**src/verilog/iwu_consts.svh**
```systemverilog
// Offsets, field positions and reset values of the interrupt and wake unit
`ifndef IWU_CONSTS_SVH
`define IWU_CONSTS_SVH

// ****************************************************************
// Register offsets
// ****************************************************************
`define IWU_OFS_FLAGS 8'h00
`define IWU_OFS_MASK 8'h01
`define IWU_OFS_POWER 8'h02
`define IWU_OFS_OSC 8'h03
`define IWU_OFS_WAKE 8'h04
`define IWU_OFS_CH1_LO 8'h10
`define IWU_OFS_CH1_HI 8'h11
`define IWU_OFS_CH2_LO 8'h12
`define IWU_OFS_CH2_HI 8'h13

// ****************************************************************
// Field positions
// ****************************************************************
`define IWU_BIT_TIMER 0
`define IWU_BIT_EP0 1
`define IWU_BIT_SUSPEND 2
`define IWU_BIT_USB_RESET 3
`define IWU_BIT_PORT7 4
`define IWU_BIT_CH1 5
`define IWU_BIT_CH2 6
`define IWU_BIT_HOST_RESUME 7
`define IWU_BIT_RUN 4
`define IWU_BIT_DUAL_CLK 7
`define IWU_BIT_PAT_EN 2
`define IWU_BIT_SLOW_LO 6
`define IWU_BIT_SLOW_HI 7
`define IWU_BIT_RESUME_WAKE 3

// ****************************************************************
// Values
// ****************************************************************
`define IWU_ZERO8 8'h00
`define IWU_SAT_COUNT 8'hff
`define IWU_VECTOR_ADDR 13'h0001
`define IWU_RESET_MASK 8'h00
`define IWU_RESET_RUN 1'b1
`define IWU_RESET_DUAL_CLK 1'b1

`endif

```
**src/verilog/iwu_pkg.sv**
```systemverilog
// Types shared by the interrupt and wake unit
`default_nettype none
package iwu_pkg;

    typedef logic [7:0] iwu_byte_t;
    typedef logic [7:0] iwu_addr_t;
    typedef logic [12:0] iwu_pc_t;

    // ****************************************************************
    // State of one pattern channel watcher
    // ****************************************************************
    typedef struct packed {
        logic prev_level;
        logic [7:0] prev_count;
        logic primed;
    } iwu_chan_t;

    // ****************************************************************
    // State of the top level
    // ****************************************************************
    typedef struct packed {
        logic [7:0] flags;
        logic [7:0] mask;
        logic [7:0] ch1_lo;
        logic [7:0] ch1_hi;
        logic [7:0] ch2_lo;
        logic [7:0] ch2_hi;
        logic run;
        logic dual_clk;
        logic pat_en;
        logic [1:0] slow_freq;
        logic resume_wake;
        logic gie;
        logic vec_req;
        logic [12:0] vec_addr;
        logic [7:0] rdata;
        logic [7:0] port7_prev;
        logic port7_primed;
    } iwu_state_t;

endpackage : iwu_pkg
`default_nettype wire

```
**src/verilog/iwu_wake_unit.sv**
```systemverilog
// Interrupt status, masking, vectoring and power-down wake logic
//
// How it works
// - A taken interrupt requests a jump to the single vector address 0x0001.
// - Free timer counter overflow sets status bit 0.
// - Any level change on port 7 sets status bit 4.
// - Channel one edge with count above matching threshold sets bit 5.
// - Channel one held steady until count saturates also sets bit 5.
// - Channel two edge with count above matching threshold sets bit 6.
// - Channel two held steady until count saturates also sets bit 6.
// - Accepted setup transaction to endpoint zero sets status bit 1.
// - Bus suspend detection sets status bit 2.
// - Bus reset detection sets status bit 3.
// - Leaving suspend without own device resume sets status bit 7.
// - Mask bit zero blocks vectoring; status still records the event.
// - Flags stay set until software clears them before re-enabling.
// - Enable and return instructions set global enable; disable clears it.
// - Host resume may only vector while the slow dual-clock mode runs.
// - Clearing run stops oscillator; resume, watchdog or port change wakes.
// - Wake by resume continues after sleep and sets resume wake flag.
// - Clearing dual clock select runs slow oscillator; two bits pick speed.
// - Pattern enable starts detection and forces both pattern pins to input.
// - Mask bits 0 to 7 enable their sources in the status bit order.
`timescale 1ns/1ps
`default_nettype none
`include "iwu_consts.svh"

// ****************************************************************
// Pattern channel event watcher
// ****************************************************************
module iwu_pattern_chan (
    // Clock and reset
    input wire logic clk_i,
    input wire logic rst_i,
    // Channel input and count
    input wire logic enable_i,
    input wire logic level_i,
    input wire logic [7:0] count_i,
    // Thresholds
    input wire logic [7:0] low_threshold_i,
    input wire logic [7:0] high_threshold_i,
    // Event
    output logic event_o
);
    import iwu_pkg::*;

    iwu_chan_t st;
    iwu_chan_t next_st;
    // Edge flags of this cycle
    logic fell;
    logic rose;
    logic steady;

    // Edge and saturation detection
    always_comb
    begin
        next_st = st;
        next_st.prev_level = level_i;
        next_st.prev_count = count_i;
        next_st.primed = enable_i;
        // Only armed once a previous sample exists, else enabling looks like an edge
        fell = st.primed && enable_i && st.prev_level && !level_i;
        rose = st.primed && enable_i && !st.prev_level && level_i;
        steady = st.primed && enable_i && (st.prev_level == level_i);
        event_o = 1'b0;
        // A high pattern ends on a fall; a low pattern ends on a rise
        // Strict compare: a count equal to the threshold does not fire
        if (fell && (count_i > high_threshold_i))
        begin
            event_o = 1'b1;
        end
        if (rose && (count_i > low_threshold_i))
        begin
            event_o = 1'b1;
        end
        // Fire once when the count first reaches saturation
        if (steady && (count_i == `IWU_SAT_COUNT) && (st.prev_count != `IWU_SAT_COUNT))
        begin
            event_o = 1'b1;
        end
    end

    // State register
    // Reset unprimes the watcher so enabling never fakes an edge
    always_ff @(posedge clk_i or posedge rst_i)
    begin
        if (rst_i)
        begin
            st <= '0;
        end
        else
        begin
            st <= next_st;
        end
    end

endmodule : iwu_pattern_chan

// ****************************************************************
// Top level
// ****************************************************************
module iwu_wake_unit (
    // Clock and reset
    input wire logic clk_i,
    input wire logic rst_i,
    // Register port
    input wire iwu_pkg::iwu_addr_t reg_addr_i,
    input wire iwu_pkg::iwu_byte_t reg_wdata_i,
    input wire logic reg_write_i,
    input wire logic reg_read_i,
    output iwu_pkg::iwu_byte_t reg_rdata_o,
    // Event sources
    input wire logic timer_overflow_i,
    input wire logic [7:0] port7_level_i,
    input wire logic ep0_setup_i,
    input wire logic usb_suspend_i,
    input wire logic usb_reset_i,
    input wire logic bus_resume_i,
    input wire logic device_resume_i,
    input wire logic watchdog_reset_i,
    // Pattern channels
    input wire logic ch1_level_i,
    input wire logic [7:0] ch1_count_i,
    input wire logic ch2_level_i,
    input wire logic [7:0] ch2_count_i,
    // Core instructions
    input wire logic enable_irq_instr_i,
    input wire logic disable_irq_instr_i,
    input wire logic return_irq_instr_i,
    // Core vectoring
    output logic vector_req_o,
    output iwu_pkg::iwu_pc_t vector_addr_o,
    // Clock and pin control
    output logic core_clock_enable_o,
    output logic ext_osc_enable_o,
    output logic slow_osc_select_o,
    output logic [1:0] slow_freq_select_o,
    output logic pattern_pins_input_o,
    output logic global_irq_enable_o
);
    import iwu_pkg::*;

    iwu_state_t st;
    iwu_state_t next_st;
    logic ch1_event;
    logic ch2_event;
    // Raw events of this cycle, before masking
    logic [7:0] set_bits;
    logic [7:0] pending;
    logic port7_change;
    logic wake_event;
    logic take;

    // ****************************************************************
    // Pattern channel watchers
    // ****************************************************************
    // Both channels share one enable and identical logic
    iwu_pattern_chan u_ch1 (
        .clk_i(clk_i),
        .rst_i(rst_i),
        .enable_i(st.pat_en),
        .level_i(ch1_level_i),
        .count_i(ch1_count_i),
        .low_threshold_i(st.ch1_lo),
        .high_threshold_i(st.ch1_hi),
        .event_o(ch1_event)
    );

    iwu_pattern_chan u_ch2 (
        .clk_i(clk_i),
        .rst_i(rst_i),
        .enable_i(st.pat_en),
        .level_i(ch2_level_i),
        .count_i(ch2_count_i),
        .low_threshold_i(st.ch2_lo),
        .high_threshold_i(st.ch2_hi),
        .event_o(ch2_event)
    );

    // ****************************************************************
    // Next state
    // ****************************************************************
    always_comb
    begin
        next_st = st;
        next_st.vec_req = 1'b0;
        next_st.rdata = `IWU_ZERO8;
        next_st.port7_prev = port7_level_i;
        next_st.port7_primed = 1'b1;

        // Gather this cycle's events
        // The first sample after reset counts as no change
        port7_change = st.port7_primed && (port7_level_i != st.port7_prev);
        set_bits = `IWU_ZERO8;
        set_bits[`IWU_BIT_TIMER] = timer_overflow_i;
        set_bits[`IWU_BIT_EP0] = ep0_setup_i;
        set_bits[`IWU_BIT_SUSPEND] = usb_suspend_i;
        set_bits[`IWU_BIT_USB_RESET] = usb_reset_i;
        set_bits[`IWU_BIT_PORT7] = port7_change;
        set_bits[`IWU_BIT_CH1] = ch1_event;
        set_bits[`IWU_BIT_CH2] = ch2_event;
        set_bits[`IWU_BIT_HOST_RESUME] = bus_resume_i && !device_resume_i;

        // Software writes: zero clears a flag, one leaves it alone
        if (reg_write_i)
        begin
            unique case (reg_addr_i)
                `IWU_OFS_FLAGS: next_st.flags = st.flags & reg_wdata_i;
                `IWU_OFS_MASK: next_st.mask = reg_wdata_i;
                `IWU_OFS_POWER:
                begin
                    next_st.run = reg_wdata_i[`IWU_BIT_RUN];
                    next_st.dual_clk = reg_wdata_i[`IWU_BIT_DUAL_CLK];
                end
                `IWU_OFS_OSC:
                begin
                    next_st.pat_en = reg_wdata_i[`IWU_BIT_PAT_EN];
                    next_st.slow_freq = reg_wdata_i[`IWU_BIT_SLOW_HI:`IWU_BIT_SLOW_LO];
                end
                `IWU_OFS_WAKE:
                begin
                    next_st.resume_wake = st.resume_wake && reg_wdata_i[`IWU_BIT_RESUME_WAKE];
                end
                `IWU_OFS_CH1_LO: next_st.ch1_lo = reg_wdata_i;
                `IWU_OFS_CH1_HI: next_st.ch1_hi = reg_wdata_i;
                `IWU_OFS_CH2_LO: next_st.ch2_lo = reg_wdata_i;
                `IWU_OFS_CH2_HI: next_st.ch2_hi = reg_wdata_i;
                default:
                begin
                    // Unmapped writes are ignored
                end
            endcase
        end

        // Flags record every event regardless of mask; set beats a clear
        next_st.flags = next_st.flags | set_bits;

        // Wake from power-down; a watchdog wake also restarts the clock
        // Checked after writes, so while asleep a wake beats a same-cycle sleep write; while running the sleep write wins
        wake_event = bus_resume_i || watchdog_reset_i || port7_change;
        if (!st.run && wake_event)
        begin
            next_st.run = 1'b1;
            if (bus_resume_i)
            begin
                next_st.resume_wake = 1'b1;
            end
        end

        // Masked pending sources; host resume only counts in slow clock mode
        pending = st.flags & st.mask;
        if (st.dual_clk)
        begin
            pending[`IWU_BIT_HOST_RESUME] = 1'b0;
        end

        // Global enable from instructions; disable wins over enable
        // Return sets it too, re-arming after the service routine
        if (enable_irq_instr_i || return_irq_instr_i)
        begin
            next_st.gie = 1'b1;
        end
        if (disable_irq_instr_i)
        begin
            next_st.gie = 1'b0;
        end

        // One request for any number of pending sources; entry drops the enable
        // A standing request blocks a second take in the following cycle
        take = st.run && st.gie && (|pending) && !st.vec_req;
        if (take)
        begin
            next_st.vec_req = 1'b1;
            next_st.vec_addr = `IWU_VECTOR_ADDR;
            next_st.gie = 1'b0;
        end

        // Read data for the next cycle; unmapped reads return zero
        // The data stand one cycle; the default above zeroes them after
        if (reg_read_i)
        begin
            unique case (reg_addr_i)
                `IWU_OFS_FLAGS: next_st.rdata = st.flags;
                `IWU_OFS_MASK: next_st.rdata = st.mask;
                `IWU_OFS_POWER:
                begin
                    next_st.rdata[`IWU_BIT_RUN] = st.run;
                    next_st.rdata[`IWU_BIT_DUAL_CLK] = st.dual_clk;
                end
                `IWU_OFS_OSC:
                begin
                    next_st.rdata[`IWU_BIT_PAT_EN] = st.pat_en;
                    next_st.rdata[`IWU_BIT_SLOW_HI:`IWU_BIT_SLOW_LO] = st.slow_freq;
                end
                `IWU_OFS_WAKE: next_st.rdata[`IWU_BIT_RESUME_WAKE] = st.resume_wake;
                `IWU_OFS_CH1_LO: next_st.rdata = st.ch1_lo;
                `IWU_OFS_CH1_HI: next_st.rdata = st.ch1_hi;
                `IWU_OFS_CH2_LO: next_st.rdata = st.ch2_lo;
                `IWU_OFS_CH2_HI: next_st.rdata = st.ch2_hi;
                default: next_st.rdata = `IWU_ZERO8;
            endcase
        end
    end

    // ****************************************************************
    // State register
    // ****************************************************************
    always_ff @(posedge clk_i or posedge rst_i)
    begin
        if (rst_i)
        begin
            st <= '0;
            // Run and the normal clock are on from reset
            st.mask <= `IWU_RESET_MASK;
            st.run <= `IWU_RESET_RUN;
            st.dual_clk <= `IWU_RESET_DUAL_CLK;
        end
        else
        begin
            st <= next_st;
        end
    end

    // ****************************************************************
    // Outputs
    // ****************************************************************
    // The clock gate follows run; the slow oscillator replaces the external one
    // Register port and vectoring
    assign reg_rdata_o = st.rdata;
    assign vector_req_o = st.vec_req;
    assign vector_addr_o = st.vec_addr;
    // Clock gating and oscillator choice
    assign core_clock_enable_o = st.run;
    assign ext_osc_enable_o = st.run && st.dual_clk;
    assign slow_osc_select_o = !st.dual_clk;
    assign slow_freq_select_o = st.slow_freq;
    // Pin direction and global enable
    assign pattern_pins_input_o = st.pat_en;
    assign global_irq_enable_o = st.gie;

endmodule : iwu_wake_unit
`default_nettype wire

```
**config.mk**
```make
export PLATFORM = sky130hd
export DESIGN_NAME = iwu_wake_unit
export DESIGN_NICKNAME = d
export VERILOG_FILES = /design/src/verilog/iwu_pkg.sv /design/src/verilog/iwu_wake_unit.sv
export VERILOG_INCLUDE_DIRS = /design/src /design/src/verilog
export SDC_FILE = /design/constraint.sdc
export NUM_CORES = 1
export LEC_CHECK = 0
export BUFFER_PORTS_ARGS = -buffer_cell sky130_fd_sc_hd__buf_2
export CORE_MARGIN = 2
export CORE_UTILIZATION = 30
export CTS_CLUSTER_DIAMETER = 80
export DETAILED_ROUTE_END_ITERATION = 7
export PLACE_DENSITY_LB_ADDON = 0.1
export SLEW_MARGIN = 25
export SYNTH_ARGS = -nofsm -noshare
export SYNTH_HDL_FRONTEND = slang
export SYNTH_SLANG_ARGS = --single-unit
```
**constraint.sdc**
```tcl
create_clock -name clk_i -period 3 [get_ports clk_i]
set_clock_uncertainty 0.1 [all_clocks]
set_input_delay 0.15 -clock clk_i [delete_from_list [all_inputs] [get_ports clk_i]]
set_output_delay 0.15 -clock clk_i [all_outputs]
set_load 0.05 [all_outputs]
```
==> reports/metrics.yaml <==
gr-usage-met2_pct: 25.8
vias: 3579
numCtsBuffers: 9
layout_common_cells: "91 x dfrtp_1, 72 x buf_2, 38 x inv_1"
clkLatencyLatePin_ns: 0.35
fp-row-count: 47
place_ws_ns: 0.977
drc_errors: 0
h-tree-depth: 3
maxCapViolCount: 0
worst_path_most_repeated_cell: "nor3_1"
fin_tns_setup_ns: 0
synth.ff_latch_count: 93
grt_pass1_vias: 3863
cts_sinks: 93
ir_worst_vdd_mv: 0.261
drt_iter0_drc: 134
syn_inst: 434
synth-async-reset-ratio_pct: 100
nets: 619
critPathMaxStageDelay_ns: 0.58
status: "finished, final reports clean"
whs_path_depth: 3
hpwl_um: 10500
top_usage_layer: "met2"
clockPowerShare_pct: 39.3
arrival_ns: 2.40
initial_core_util_pct: 30.8
grt_start_max_net_pins: 47
routedWlPerCell_um: 18.2
power_frac_comb_pct: 15.0
seqCellArea_um2: 2330
slew_viol_final: 0
path_clk_slew_ns: 0.07
fp.dieW_um: 135
grt_pass1_wl_um: 22100
cp_slowest_cell: "dlygate4sd3_1"
p_sw_uw: 824
core_area_um2: 16700
relSlewSlack_pct: 59.8
swShare_pct: 27.8
drive_gt1_share_pct: 28.5
crit_required_ns: 3.19
start_kind: "flop"
setup_ws_ns: 0.789
reg2reg_depth: 6
synth_seq_area_share_pct: 45.2
layout_commonest_cell: "dfrtp_1"
final_antenna_net_count: 0
routed_wl_um: 13800
antenna_cells: 0
worstSetupEndpointType: "flop"
multi_input_area_um2: 2450
grt-ovfl-total: 0
numPortBuffers: 72
ys_warn_count: 0
first_pass_iters: 4
regToRegStartpoint: "st[81]"
seqPwrFrac_pct: 45.6
cts_tree: "built"
cts_buffer_depth: 2
gp_congestion: 0.873
crit_type: "flop to flop"
hold_viol: 0
hp-class: "input pin to flop"
antenna_found_initial: 0
ys_types: 64
synth_top_flop_cell: "dfrtp_1"
track_usage_pct: 16.0
fin_worst_hold_slack_ns: 0.0251
finalCritPeriodShare_pct: 73.7
met3_usage_pct: 2.93
p_int_uw: 2140
worstMarginPinSlew_ns: 0.603
die_h_um: 135
setup_viol: 0
rsz0062_at_grt: "no"
fillers: 1650
area_growth_pct: 20.7
reg2reg_to: "global_irq_enable_o"
r2r_slack_ns: 0.79
period_needed_ns: 2.21
viasPerCell: 4.73
worstPathCellList: "a222oi_1, nand3_1, a31oi_1, nor3_1, nor3_1, dlygate4sd3_1"
netlist_area_um2: 5150
use_met1_pct: 22.0
syn_area_per_cell_um2: 11.9
power.leakage_uw: 0.00280
max_freq_mhz: 452
clockRootBuffer: "clkbuf_16"
path_max_fanout: 3
die_area_um2: 18200
hold_end: "st[32]"
p_per_area_nw_per_um2: 478
io_pins: 85
hp-start: "bus_resume_i"
synth_edf_count: 0
==> layer usage <==
layer / wire length (µm) / vias up
met5: 0 / -
met4: 277 / 0
met3: 522 / 14
met2: 6480 / 83
met1: 6510 / 1751
li1: - / 1731
==> power by group through the flow <==
stage,clock [µW],combinational [µW],sequential [µW]
2_1_floorplan,0,297,1370
3_3_place_gp,0,406,1380
3_5_place_dp,0,416,1380
4_1_cts,1200,452,1350
5_1_grt,1260,494,1360
6_report,1170,447,1350
==> synth_stat cells, types with 3 or more instances <==
cell | instances | area (µm²)
dfrtp_1 | 91 | 2280
inv_1 | 39 | 146
ha_1 | 32 | 400
mux2_4 | 32 | 480
buf_4 | 23 | 173
o21ai_0 | 23 | 115
nand2_1 | 22 | 82.6
nand4_1 | 19 | 119
a21oi_1 | 12 | 60.1
nor2_1 | 9 | 33.8
mux2_2 | 8 | 90.1
xnor2_1 | 8 | 70.1
mux2i_1 | 7 | 70.1
nor3_1 | 6 | 30.0
mux2_1 | 5 | 56.3
nand2b_1 | 5 | 31.3
nand3_1 | 5 | 25.0
nor4_1 | 5 | 31.3
a221oi_1 | 4 | 35.0
a22oi_1 | 4 | 30.0
buf_6 | 4 | 45.0
mux4_2 | 4 | 90.1
nand2_8 | 4 | 80.1
a31oi_1 | 3 | 18.8
a32oi_1 | 3 | 26.3
nor2b_1 | 3 | 18.8
nor4b_1 | 3 | 26.3
==> area by class of cell <==
| class | instances | area share (%) |
|---|---|---|
| multi-input combinational | 280 | 39.3 |
| sequential | 93 | 37.5 |
| timing repair buffer | 108 | 11.5 |
| tap | 220 | 4.43 |
| clock buffer | 10 | 3.68 |
| inverter | 39 | 2.39 |
| clock inverter | 6 | 1.17 |
==> logic make-up (layout without fill, tap and decap cells) <==
kind of cell             after synthesis  in the layout  synth area share [%]
AO/OA/AOI/OAI                         70             70                  8.94
XOR/XNOR                              10             10                  1.70
adder cells (fa/ha/maj)               32             32                  7.77
buffers and inverters                 72            163                  8.07
flip-flops                            93             93                  45.2
multiplexers                          56             56                  15.3
other                                  2             13                 0.146
AND/OR/NAND/NOR                       99             99                  12.9
==> sequential cells by signal (all words and copies together), names as in the netlist, 2 cells and up <==
| name | count |
|---|---|
| reg_rdata_o | 8 |
| slow_freq_select_o | 2 |
| st | 59 |
| u_ch1.st | 9 |
| u_ch2.st | 10 |
==> critical path, delay by kind of cell (launching register included) <==
family,cells,cell delay [ns]
AND/OR/NAND/NOR,3,0.45
AO/OA/AOI/OAI,2,0.63
flip-flops,1,0.40
buffers and inverters,1,0.58
==> per-stage QoR <==
stage | instance area [µm²] | total power [µW] | std cells | util [%]
2_1_floorplan | 5190 | 1670 | 445 | -
3_3_place_gp | 5580 | 1780 | 706 | 33.4
3_5_place_dp | 5580 | 1790 | 706 | 33.4
4_1_cts | 6220 | 3010 | 756 | 37.2
5_1_grt | 6220 | 3110 | 756 | 37.2
6_report | 6220 | 2970 | 756 | 37.2
==> worst max path at each step <==
stage | from | endpoint | slack (ns) | cells after the start
6_report | st[81] | global_irq_enable_o | 0.79 | 6
2_1_floorplan | rst_i | global_irq_enable_o | 0.33 | 1
5_1_grt | st[81] | global_irq_enable_o | 0.69 | 6
3_5_place_dp | reg_addr_i[0] | st[83] | 0.98 | 5
4_1_cts | st[81] | global_irq_enable_o | 0.86 | 6
3_3_place_gp | reg_addr_i[0] | reg_rdata_o[2] | 1.00 | 6
==> what timing repair did <==
item | 4_1_cts | 5_1_grt
gates resized for setup | 0 | 0
endpoints found under the hold margin | 76 | 0
hold buffers | 34 | 0
buffers inserted | 0 | 0
No activity file was read; power rests on OpenSTA's default activity.
